[config.mk]
export PLATFORM = sky130hd
export DESIGN_NAME = aq_intr_ctrl
export DESIGN_NICKNAME = d
export VERILOG_FILES = /design/src/aq_pkg.sv /design/src/aq_delay_timer.sv /design/src/aq_intr_ctrl.sv
export SDC_FILE = /design/constraint.sdc
export NUM_CORES = 1
export LEC_CHECK = 0
export BUFFER_PORTS_ARGS = -buffer_cell sky130_fd_sc_hd__buf_2
export CAP_MARGIN = 10
export CORE_UTILIZATION = 48
export DETAILED_ROUTE_END_ITERATION = 10
export GPL_ROUTABILITY_DRIVEN = 0
export PLACE_DENSITY = 0.75
export SLEW_MARGIN = 10
export SYNTH_ARGS = -nofsm -noshare
export SYNTH_HDL_FRONTEND = slang
export SYNTH_SLANG_ARGS = --single-unit
export TNS_END_PERCENT = 1
[constraint.sdc]
create_clock -name ref_clk_i -period 3.14 [get_ports ref_clk_i]
set_clock_uncertainty 0.1 [all_clocks]
set_input_delay 0.471 -clock ref_clk_i [delete_from_list [all_inputs] [get_ports ref_clk_i]]
set_output_delay 0.471 -clock ref_clk_i [all_outputs]
set_load 0.02 [all_outputs]
[src/aq_pkg.sv]
// constants and register map for the acquisition interrupt, limit, timer and dma logic
// Behaviour
// - watchdog crossing above or below raises flag 0
// - pointer equal to mask match raises flag 1
// - fifo count equal to threshold raises flag 2
// - short and full calibration done raise flags 3,4
// - paused instruction fetch raises flag 5
// - low analog supply raises flag 6
// - standby exit plus settling delay raises flag 7
// - flags set regardless of mask; mask gates pin
// - zero match skips first decode of instruction zero
// - interrupts never halt the sequencer
// - flag register clears on read or device reset
// - flag register shows pointer and fifo count
// - limit register: low byte limit one, high two
// - limit register clears on read or device reset
// - 16-bit timer behind 5-bit prescaler
// - timer wait lasts 32 times N plus 2 cycles
// - timer preset is byte split and reloaded each use
// - dma request and interrupt assert together
// - dma request drops on empty; rearmed by flag read
// - registers decode at word addresses 9, a, b, d
// - device reset clears flags and restarts pointer state
// - all sources equal priority onto one pin
package aq_pkg;

  // register word addresses
  localparam logic [3:0]  ADDR_MASK     = 4'h9;
  localparam logic [3:0]  ADDR_FLAGS    = 4'ha;
  localparam logic [3:0]  ADDR_TIMER    = 4'hb;
  localparam logic [3:0]  ADDR_LIMITS   = 4'hd;

  // field positions in the mask and flag registers
  localparam int          FLAG_W        = 8;
  localparam int          FLG_WDOG      = 0;
  localparam int          FLG_IPMATCH   = 1;
  localparam int          FLG_FIFO      = 2;
  localparam int          FLG_SCAL      = 3;
  localparam int          FLG_FCAL      = 4;
  localparam int          FLG_PAUSE     = 5;
  localparam int          FLG_LOWSUP    = 6;
  localparam int          FLG_STBY      = 7;
  localparam int          IP_LSB        = 8;
  localparam int          IP_MSB        = 10;
  localparam int          CNT_LSB       = 11;
  localparam int          CNT_MSB       = 15;
  localparam int          LIM2_BASE     = 8;

  // reset values
  localparam logic [15:0] MASK_RST      = 16'h0000;
  localparam logic [15:0] TIMER_RST     = 16'h0000;
  localparam logic [15:0] READ_ZERO     = 16'h0000;

  // delay timer structure
  localparam int          PRESC_W       = 5;
  localparam logic [4:0]  PRESC_LAST    = 5'h1f;
  localparam logic [1:0]  TMR_TAIL      = 2'h2;

  // standby settling delay
  localparam int unsigned CLK_HZ        = 40000000;
  localparam int unsigned STBY_SETTLE_MS = 10;
  localparam int unsigned STBY_SETTLE_CYC_DEF = STBY_SETTLE_MS * (CLK_HZ / 1000);

endpackage : aq_pkg
[src/aq_delay_timer.sv]
// instruction delay timer: 16-bit count behind a 5-bit prescaler
`timescale 1ns/1ps
module aq_delay_timer
  import aq_pkg::*;
(
  input  wire logic        ref_clk_i,
  input  wire logic        rst_i,
  input  wire logic        clear_i,
  input  wire logic        start_i,
  input  wire logic [15:0] preset_i,
  output logic             busy_o,
  output logic             done_o
);

  logic [15:0]        cnt_reg;
  logic [PRESC_W-1:0] presc_reg;
  logic [1:0]         tail_reg;
  logic               busy_reg;
  logic               done_reg;
  logic               cnt_zero;
  logic               presc_wrap;

  assign cnt_zero   = (cnt_reg == 16'h0000);
  assign presc_wrap = (presc_reg == PRESC_LAST);

  // 32 cycles per count, then a fixed two-cycle tail
  always_ff @(posedge ref_clk_i) begin
    if (rst_i || clear_i) begin
      cnt_reg   <= 16'h0000;
      presc_reg <= '0;
      tail_reg  <= 2'h0;
      busy_reg  <= 1'b0;
      done_reg  <= 1'b0;
    end else begin
      done_reg <= 1'b0;
      if (start_i && !busy_reg) begin
        cnt_reg   <= preset_i;
        presc_reg <= '0;
        tail_reg  <= TMR_TAIL;
        busy_reg  <= 1'b1;
      end else if (busy_reg) begin
        if (!cnt_zero) begin
          presc_reg <= presc_reg + 1'b1;
          if (presc_wrap) begin
            cnt_reg <= cnt_reg - 16'h0001;
          end
        end else if (tail_reg != 2'h1) begin
          tail_reg <= tail_reg - 2'h1;
        end else begin
          busy_reg <= 1'b0;
          done_reg <= 1'b1;
        end
      end
    end
  end

  assign busy_o = busy_reg;
  assign done_o = done_reg;

endmodule : aq_delay_timer

[src/aq_intr_ctrl.sv]
// interrupt flags, limit flags, delay timer and fifo dma request with parallel register port
`timescale 1ns/1ps
module aq_intr_ctrl
  import aq_pkg::*;
#(
  parameter int unsigned STBY_SETTLE_CYC = STBY_SETTLE_CYC_DEF
)
(
  input  wire logic        ref_clk_i,
  input  wire logic        rst_i,
  // parallel register port
  input  wire logic        cs_n_i,
  input  wire logic        rd_n_i,
  input  wire logic        wr_n_i,
  input  wire logic [4:0]  addr_i,
  input  wire logic        bus_width_select_i,
  input  wire logic [15:0] data_i,
  output logic      [15:0] data_o,
  output logic             data_oe_o,
  // external request pins
  output logic             int_n_o,
  output logic             fifo_transfer_request_o,
  // sequencer progress
  input  wire logic        instr_decode_i,
  input  wire logic [2:0]  instr_ptr_i,
  input  wire logic        pause_fetch_i,
  input  wire logic [5:0]  fifo_count_i,
  // calibration and supply events
  input  wire logic        short_cal_done_i,
  input  wire logic        full_cal_done_i,
  input  wire logic        low_supply_i,
  // watchdog comparison result
  input  wire logic        wd_cmp_valid_i,
  input  wire logic        wd_cmp_second_i,
  input  wire logic        wd_above_i,
  input  wire logic        wd_trig_above_i,
  // configuration controls
  input  wire logic        device_reset_i,
  input  wire logic        standby_i,
  // delay timer handshake with the sequencer
  input  wire logic        timer_start_i,
  output logic             timer_wait_state_o,
  output logic             timer_done_o
);

  localparam int SW = $clog2(STBY_SETTLE_CYC + 1);

  // bus strobe tracking
  logic        rd_act;
  logic        wr_act;
  logic        rd_act_reg;
  logic        wr_act_reg;
  logic        rd_start;
  logic        rd_end;
  logic        wr_start;
  logic [3:0]  word_addr;
  logic        byte_hi;
  logic        bw8;

  // address decode
  logic        hit_mask;
  logic        hit_flags;
  logic        hit_timer;
  logic        hit_limits;
  logic        hit_any;

  // read capture
  logic [15:0] sel_val;
  logic [15:0] out_val;
  logic [15:0] snap_reg;
  logic        rd_flags_reg;
  logic        rd_limits_reg;
  logic        rd_hi_reg;
  logic        rd_bw8_reg;
  logic        lane_lo;
  logic        lane_hi;
  logic [15:0] data_reg;
  logic [15:0] data_next;
  logic        oe_reg;
  logic        oe_next;

  // write lanes
  logic        we_lo;
  logic        we_hi;
  logic [7:0]  wd_lo;
  logic [7:0]  wd_hi;

  // software registers
  logic [15:0] mask_reg;
  logic [15:0] timer_reg;

  // status state
  logic [FLAG_W-1:0] flag_reg;
  logic [FLAG_W-1:0] flag_next;
  logic [FLAG_W-1:0] flag_clr;
  logic [FLAG_W-1:0] ev;
  logic [15:0]       lim_reg;
  logic [15:0]       lim_next;
  logic [15:0]       lim_clr;
  logic [15:0]       lim_set;
  logic [3:0]        lim_idx;

  // event helpers
  logic        dev_clr;
  logic        wd_cross;
  logic        ip_hit;
  logic        first_zero_reg;
  logic [4:0]  fifo_thr;
  logic        fifo_hit;
  logic        fifo_hit_reg;
  logic        fifo_empty;
  logic        stby_reg;
  logic        stby_fall;
  logic [SW-1:0] settle_reg;
  logic        settle_done;

  // output registers
  logic        dreq_reg;
  logic        dreq_next;
  logic        int_n_reg;
  logic        int_n_next;

  // strobes are synchronous; edges mark start and end of an access
  assign rd_act    = ~cs_n_i & ~rd_n_i;
  assign wr_act    = ~cs_n_i & ~wr_n_i;
  assign rd_start  = rd_act & ~rd_act_reg;
  assign rd_end    = ~rd_act & rd_act_reg;
  assign wr_start  = wr_act & ~wr_act_reg;
  assign bw8       = bus_width_select_i;
  assign word_addr = addr_i[4:1];
  assign byte_hi   = addr_i[0] & bw8;

  // word decode; in 8-bit mode bit 0 picks the byte
  assign hit_mask   = (word_addr == ADDR_MASK);
  assign hit_flags  = (word_addr == ADDR_FLAGS);
  assign hit_timer  = (word_addr == ADDR_TIMER);
  assign hit_limits = (word_addr == ADDR_LIMITS);
  assign hit_any    = hit_mask | hit_flags | hit_timer | hit_limits;

  // read mux; other addresses belong to neighbouring blocks and read zero here
  assign sel_val =
    hit_mask   ? mask_reg :
    hit_flags  ? {fifo_count_i[4:0], instr_ptr_i, flag_reg} :
    hit_timer  ? timer_reg :
    hit_limits ? lim_reg : READ_ZERO;

  // byte steering for the narrow bus
  assign out_val = !bw8    ? sel_val :
                   byte_hi ? {8'h00, sel_val[15:8]} :
                             {8'h00, sel_val[7:0]};

  // data is frozen at read start so clear-on-read only drops what was seen
  assign data_next = rd_start ? out_val : data_reg;
  assign oe_next   = rd_act & hit_any;

  always_ff @(posedge ref_clk_i) begin
    if (rst_i) begin
      rd_act_reg    <= 1'b0;
      wr_act_reg    <= 1'b0;
      snap_reg      <= 16'h0000;
      rd_flags_reg  <= 1'b0;
      rd_limits_reg <= 1'b0;
      rd_hi_reg     <= 1'b0;
      rd_bw8_reg    <= 1'b0;
      data_reg      <= 16'h0000;
      oe_reg        <= 1'b0;
    end else begin
      rd_act_reg <= rd_act;
      wr_act_reg <= wr_act;
      data_reg   <= data_next;
      oe_reg     <= oe_next;
      if (rd_start) begin
        snap_reg      <= sel_val;
        rd_flags_reg  <= hit_flags;
        rd_limits_reg <= hit_limits;
        rd_hi_reg     <= byte_hi;
        rd_bw8_reg    <= bw8;
      end
    end
  end

  // lanes that the finished read actually returned
  assign lane_lo = ~rd_bw8_reg | ~rd_hi_reg;
  assign lane_hi = ~rd_bw8_reg | rd_hi_reg;

  // clear-on-read masks taken from the snapshot
  assign flag_clr = (rd_end && rd_flags_reg && lane_lo) ? snap_reg[7:0] : 8'h00;
  assign lim_clr  = (rd_end && rd_limits_reg) ?
                    {lane_hi ? snap_reg[15:8] : 8'h00,
                     lane_lo ? snap_reg[7:0]  : 8'h00} : 16'h0000;

  // write lanes; narrow bus carries both bytes on the low lane
  assign we_lo = wr_start & (~bw8 | ~addr_i[0]);
  assign we_hi = wr_start & (~bw8 | addr_i[0]);
  assign wd_lo = data_i[7:0];
  assign wd_hi = bw8 ? data_i[7:0] : data_i[15:8];

  // mask, match value, fifo threshold and timer preset
  always_ff @(posedge ref_clk_i) begin
    if (rst_i) begin
      mask_reg  <= MASK_RST;
      timer_reg <= TIMER_RST;
    end else begin
      if (we_lo && hit_mask) begin
        mask_reg[7:0] <= wd_lo;
      end
      if (we_hi && hit_mask) begin
        mask_reg[15:8] <= wd_hi;
      end
      if (we_lo && hit_timer) begin
        timer_reg[7:0] <= wd_lo;
      end
      if (we_hi && hit_timer) begin
        timer_reg[15:8] <= wd_hi;
      end
    end
  end

  // standby behaves as a held device reset, exit starts the settle count
  assign dev_clr   = device_reset_i | standby_i;
  assign stby_fall = stby_reg & ~standby_i;

  // watchdog crossing: direction bit chooses above or below
  assign wd_cross = wd_cmp_valid_i & (wd_above_i == wd_trig_above_i);
  assign lim_idx  = {wd_cmp_second_i, instr_ptr_i}; // index is 8 * second + pointer

  // one limit bit per instruction and limit
  assign lim_set = wd_cross ? 16'(16'h0001 << lim_idx) : 16'h0000;

  // pointer match, suppressed on the first fetch of instruction zero
  assign ip_hit = instr_decode_i
                & (instr_ptr_i == mask_reg[IP_MSB:IP_LSB])
                & ~(first_zero_reg & (instr_ptr_i == 3'h0));

  // fifo threshold; a zero threshold never matches
  assign fifo_thr   = mask_reg[CNT_MSB:CNT_LSB];
  assign fifo_hit   = (fifo_count_i == {1'b0, fifo_thr}) & (fifo_thr != 5'h00);
  assign fifo_empty = (fifo_count_i == 6'h00);

  // settle delay expiry
  assign settle_done = (settle_reg == SW'(1));

  // event vector, all sources of equal weight
  assign ev[FLG_WDOG]    = wd_cross;
  assign ev[FLG_IPMATCH] = ip_hit;
  assign ev[FLG_FIFO]    = fifo_hit & ~fifo_hit_reg;
  assign ev[FLG_SCAL]    = short_cal_done_i;
  assign ev[FLG_FCAL]    = full_cal_done_i;
  assign ev[FLG_PAUSE]   = pause_fetch_i;
  assign ev[FLG_LOWSUP]  = low_supply_i;
  assign ev[FLG_STBY]    = settle_done;

  // per-flag update: set wins over a read clear, device reset beats both
  for (genvar i = 0; i < FLAG_W; i++) begin : g_flag
    assign flag_next[i] = ~dev_clr & (ev[i] | (flag_reg[i] & ~flag_clr[i]));
  end

  // limit bits follow the same priority
  assign lim_next = dev_clr ? 16'h0000 : (lim_set | (lim_reg & ~lim_clr));

  // pin is low while any enabled flag stays set
  assign int_n_next = ~|(flag_next & mask_reg[7:0]);

  // request rises with flag 2 when enabled; falls on empty fifo
  always_comb begin
    dreq_next = dreq_reg;
    if (dev_clr || fifo_empty) begin
      dreq_next = 1'b0;
    end else if (ev[FLG_FIFO] && mask_reg[FLG_FIFO] && !flag_reg[FLG_FIFO]) begin
      dreq_next = 1'b1;
    end
  end

  // flag and limit storage
  always_ff @(posedge ref_clk_i) begin
    if (rst_i) begin
      flag_reg <= 8'h00;
      lim_reg  <= 16'h0000;
    end else begin
      flag_reg <= flag_next;
      lim_reg  <= lim_next;
    end
  end

  // first-fetch tracker and fifo match edge
  always_ff @(posedge ref_clk_i) begin
    if (rst_i || dev_clr) begin
      first_zero_reg <= 1'b1;
      fifo_hit_reg   <= 1'b0;
    end else begin
      fifo_hit_reg <= fifo_hit;
      if (instr_decode_i && instr_ptr_i == 3'h0) begin
        first_zero_reg <= 1'b0;
      end
    end
  end

  // settle counter; re-entering standby abandons it
  always_ff @(posedge ref_clk_i) begin
    if (rst_i) begin
      stby_reg   <= 1'b0;
      settle_reg <= '0;
    end else begin
      stby_reg <= standby_i;
      if (standby_i) begin
        settle_reg <= '0;
      end else if (stby_fall) begin
        settle_reg <= SW'(STBY_SETTLE_CYC);
      end else if (settle_reg != '0) begin
        settle_reg <= settle_reg - SW'(1);
      end
    end
  end

  // pins; nothing here feeds back to stop the sequencer
  always_ff @(posedge ref_clk_i) begin
    if (rst_i) begin
      dreq_reg  <= 1'b0;
      int_n_reg <= 1'b1;
    end else begin
      dreq_reg  <= dreq_next;
      int_n_reg <= int_n_next;
    end
  end

  // delay timer reloads the preset at every start
  aq_delay_timer u_timer (
    .ref_clk_i (ref_clk_i),
    .rst_i     (rst_i),
    .clear_i   (dev_clr),
    .start_i   (timer_start_i),
    .preset_i  (timer_reg),
    .busy_o    (timer_wait_state_o),
    .done_o    (timer_done_o)
  );

  assign data_o                  = data_reg;
  assign data_oe_o               = oe_reg;
  assign int_n_o                 = int_n_reg;
  assign fifo_transfer_request_o = dreq_reg;

endmodule : aq_intr_ctrl

==> reports/qor.yml <==
clock_network:
  cts-hold-fix-buffers: 0
  cts-root-to-sink-buffers: 2
  cts_tree: "done"
  clkLatencyLatePin_ns: 0.42
  clock-root-buffer: "sky130_fd_sc_hd__clkbuf_16"
  post-cts-setup-buffers: 0
  clkTransAtPathRegs_ns: 0.06
  h-tree-depth: 4
  cts_buffers: 17
  clock_sinks: 144
  postCtsResizedCells: 0
worst_setup_path:
  cp_top_family: "simple AND/OR/NAND/NOR gates"
  path_buf_inv: 0
  regToRegStartpoint: "u_timer.cnt_reg[7]$_SDFFE_PP0P_"
  critical_path_class: "flop to flop"
  worst_setup_path_end_kind: "flop"
  worst-r2r-setup-slack_ns: 0.46
  path_max_fanout: 14
  r2r-end: "u_timer.cnt_reg[10]$_SDFFE_PP0P_"
  critPathSlowestCell: "sky130_fd_sc_hd__or4_1"
  timing.critical_path.slowest_cell_delay_ns: 0.72
  worst_ep_required_time_ns: 3.39
  crit_arrival_ns: 2.93
  timing.critical_path.cells: "or4_4 -> or4_1 -> o2111ai_2 -> o311ai_0 -> a31oi_1"
  critPathLaunchType: "flop"
  worstRegToRegCells: 5
placed_design:
  dp.final_hpwl_mm: 12.5
  worst_setup_slack_post_dpl_ns: 0.491
  total_placed_instance_area_mm2: 0.00715
  port-buffer-count: 68
cells_and_area:
  flip_flop_count_of_the_largest_register_all_copies_and_words_added: 19
  synthToLayoutAreaGrowth_pct: 15.5
  proportion_of_layout_cells_with_a_drive_suffix_above_1_pct: 16.6
  final_design_area_no_fill_mm2: 0.00772
  antennaDiodeCount: 0
  design.final.nets: 875
  fill_cells: 1208
  footprint_of_the_multi_input_gates_mm2: 0.00356
  finish.utilization_pct: 57.6
  seq_area_mm2: 0.00288
min_path:
  hold_depth: 2
  hold-path-endpoint: "wr_act_reg$_SDFF_PP0_"
  hold_path.class: "input port to flop"
  min_from: "wr_n_i"
sta:
  final_max_slew_viol_count: 0
  tns_ns: 0
  layout_min_cycle_time_ns: 2.68
  max_freq_ghz: 0.373
  min_period_over_period_pct: 85.4
  timing.final.hold_violations: 0
  maxSlewHeadroom_pct: 39.4
  setup_viol: 0
  timing.final.ws_setup_ns: 0.457
  tightest_slew_ns: 0.907
  rsz_0062_raised_after_global_routing: "false"
drt:
  remaining_drc_errors: 0
  via_per_inst: 5.89
  postRouteAntennaNets: 0
  drt-total-wl_mm: 17.9
  detailedRoute.firstPassIterationCount: 5
  detail_route.iter0.violations: 597
  drt-wirelength-per-cell_um: 17.8
  via_count: 5928
die:
  fp.dieArea_mm2: 0.0144
  initial_core_utilization_pct: 49.9
  num_rows: 42
  floorplan.die.height_um: 120
  fp.coreArea_mm2: 0.0134
  io_pins: 69
  die_span_x_um: 120
pwr:
  leakagePower_nw: 3.11
  ir_worst_vdd_mv: 0.416
  power-per-cell-area_mw_per_mm2: 621
synth:
  xor_and_xnor_area_share_after_synthesis_pct: 1.97
  synth_adder_area_share_pct: 1.50
  synth-edff-count: 0
  syn_nets: 824
  synth.lib_cells_used.distinct: 65
  synth_area_per_cell_um2: 8.70
  synth_ff_type: "sky130_fd_sc_hd__dfxtp_1"
  synth_top_family_by_area: "simple AND/OR/NAND/NOR gates"
  instance_count_of_the_mapped_netlist: 768
  synthArstFlopShare_pct: 0
  synth_simple_gate_area_share_pct: 22.3
  synth.mux.area_fraction_pct: 6.59
  synth_seq_cells: 144
  synth-compound-area-share_pct: 20.6
  synth.yosys.seq_area_share_pct: 43.1
  cell_area_after_synthesis_mm2: 0.00668
  synth-warning-count: 0
grt:
  grt_overflow: 0
  first_global_vias: 5428
  grt_max_degree: 72
  antenna_found_initial: 0
  grt_pass1_wl_mm: 28.4
  track_usage_pct: 25.5
run:
  max-cap-violations: 0
run_status:
  status: "completed"
worst max path at each step:
stage | start | end | slack, ns | depth (start not counted)
2_1_floorplan | settle_reg[4]$_SDFFE_PP0P_ | settle_reg[11]$_SDFFE_PP0P_ | 0.72 | 6
3_3_place_gp | settle_reg[4]$_SDFFE_PP0P_ | settle_reg[11]$_SDFFE_PP0P_ | 0.53 | 5
3_5_place_dp | settle_reg[4]$_SDFFE_PP0P_ | settle_reg[11]$_SDFFE_PP0P_ | 0.49 | 5
4_1_cts | u_timer.cnt_reg[7]$_SDFFE_PP0P_ | u_timer.cnt_reg[10]$_SDFFE_PP0P_ | 0.45 | 5
5_1_grt | u_timer.cnt_reg[7]$_SDFFE_PP0P_ | u_timer.cnt_reg[10]$_SDFFE_PP0P_ | 0.33 | 5
6_report | u_timer.cnt_reg[7]$_SDFFE_PP0P_ | u_timer.cnt_reg[10]$_SDFFE_PP0P_ | 0.46 | 5
cell usage in the layout, fill, tap and decap left out, drive strengths merged, types with 9 or more instances in the layout:
cell    Yosys  layout
nor3       16      16
o211ai     10      10
xor2       12      12
a21oi      54      54
inv        17      17
a222oi      9       9
mux2i      35      35
a31oi      12      12
buf         9      79
o21ai      16      16
o31a       10      10
a22oi      30      30
nand3      14      14
clkbuf     38      20
dfxtp     144     144
or2         9       9
or4        14      14
nand2      76      76
or3        19      19
nor2      106     106
cell type report:
| type | count | area share [%] |
|---|---|---|
| multi-input cells | 560 | 46.1 |
| flip-flops and latches | 144 | 37.3 |
| clock buffers | 20 | 5.92 |
| repair buffers | 79 | 5.48 |
| well taps | 176 | 2.85 |
| clock inverters | 10 | 1.48 |
| inverters | 17 | 0.827 |
power breakdown:
group          switching (W)  leakage (nW)  total (W)  internal, W
Combinational       0.000508          1.68   0.000860     0.000352
Clock               0.000770         0.270    0.00197      0.00120
Sequential         0.0000691          1.16    0.00197      0.00190
Total                0.00135          3.11    0.00480      0.00345
layer usage:
layer	GRT usage (%)	share of wire, %	up-vias
met2	40.9	47	204
met3	6.27	6.3	18
met5	0	0	-
met1	33.7	46	2789
met4	7.34	1.3	0
li1	-	-	2917
Yosys cell counts (4+ instances only):
library cell,number,area share (%)
sky130_fd_sc_hd__dfxtp_1,144,43
sky130_fd_sc_hd__inv_1,17,0.95
sky130_fd_sc_hd__a22oi_1,30,3.4
sky130_fd_sc_hd__o21ai_0,13,0.97
sky130_fd_sc_hd__or3_1,19,1.8
sky130_fd_sc_hd__nor2_1,106,6.0
sky130_fd_sc_hd__clkbuf_1,38,2.1
sky130_fd_sc_hd__nor3_1,16,1.2
sky130_fd_sc_hd__nand3_1,14,1.0
sky130_fd_sc_hd__nand2b_1,4,0.37
sky130_fd_sc_hd__a222oi_1,9,1.3
sky130_fd_sc_hd__mux2i_1,35,5.2
sky130_fd_sc_hd__and2_1,5,0.47
sky130_fd_sc_hd__a2bb2oi_1,4,0.52
sky130_fd_sc_hd__a311oi_1,5,0.66
sky130_fd_sc_hd__o211ai_1,10,1.1
sky130_fd_sc_hd__o31ai_1,4,0.45
sky130_fd_sc_hd__or2_2,8,0.75
sky130_fd_sc_hd__nand2_1,76,4.3
sky130_fd_sc_hd__o311ai_0,4,0.52
sky130_fd_sc_hd__or4_1,12,1.3
sky130_fd_sc_hd__a32oi_1,8,1.0
sky130_fd_sc_hd__a31oi_1,12,1.1
sky130_fd_sc_hd__ha_1,8,1.5
sky130_fd_sc_hd__nor2b_1,5,0.47
sky130_fd_sc_hd__o31a_1,10,1.3
sky130_fd_sc_hd__xor2_1,12,1.6
sky130_fd_sc_hd__nand3b_1,6,0.67
sky130_fd_sc_hd__nor3b_1,4,0.45
sky130_fd_sc_hd__buf_1,4,0.22
sky130_fd_sc_hd__nor4_1,7,0.66
sky130_fd_sc_hd__mux2_2,8,1.3
sky130_fd_sc_hd__and3_1,5,0.47
sky130_fd_sc_hd__o21a_1,5,0.56
sky130_fd_sc_hd__a21oi_1,54,4.0
sky130_fd_sc_hd__a41oi_1,4,0.52
worst register-to-register path: stages (launching register included):
cell,delay (ns)
sky130_fd_sc_hd__dfxtp_1,0.35
sky130_fd_sc_hd__or4_4,0.58
sky130_fd_sc_hd__or4_1,0.72
sky130_fd_sc_hd__o2111ai_2,0.45
sky130_fd_sc_hd__o311ai_0,0.20
sky130_fd_sc_hd__a31oi_1,0.21
metrics by stage:
| step | cells | hold WS, ns | power (W) |
|---|---|---|---|
| 2_1_floorplan | 768 | 0.318 | 0.00268 |
| 3_3_place_gp | 976 | 0.328 | 0.00284 |
| 3_5_place_dp | 976 | 0.331 | 0.00285 |
| 4_1_cts | 1006 | 0.105 | 0.00481 |
| 5_1_grt | 1006 | 0.109 | 0.00500 |
| 6_report | 1006 | 0.117 | 0.00480 |
cells by family after synthesis:
group | after synthesis
fa+ha+maj | 8
buf+inv | 64
simple gates | 303
xor+xnor | 15
flops | 144
compound gates | 191
mux | 43
(Power assumes the default switching activity.)
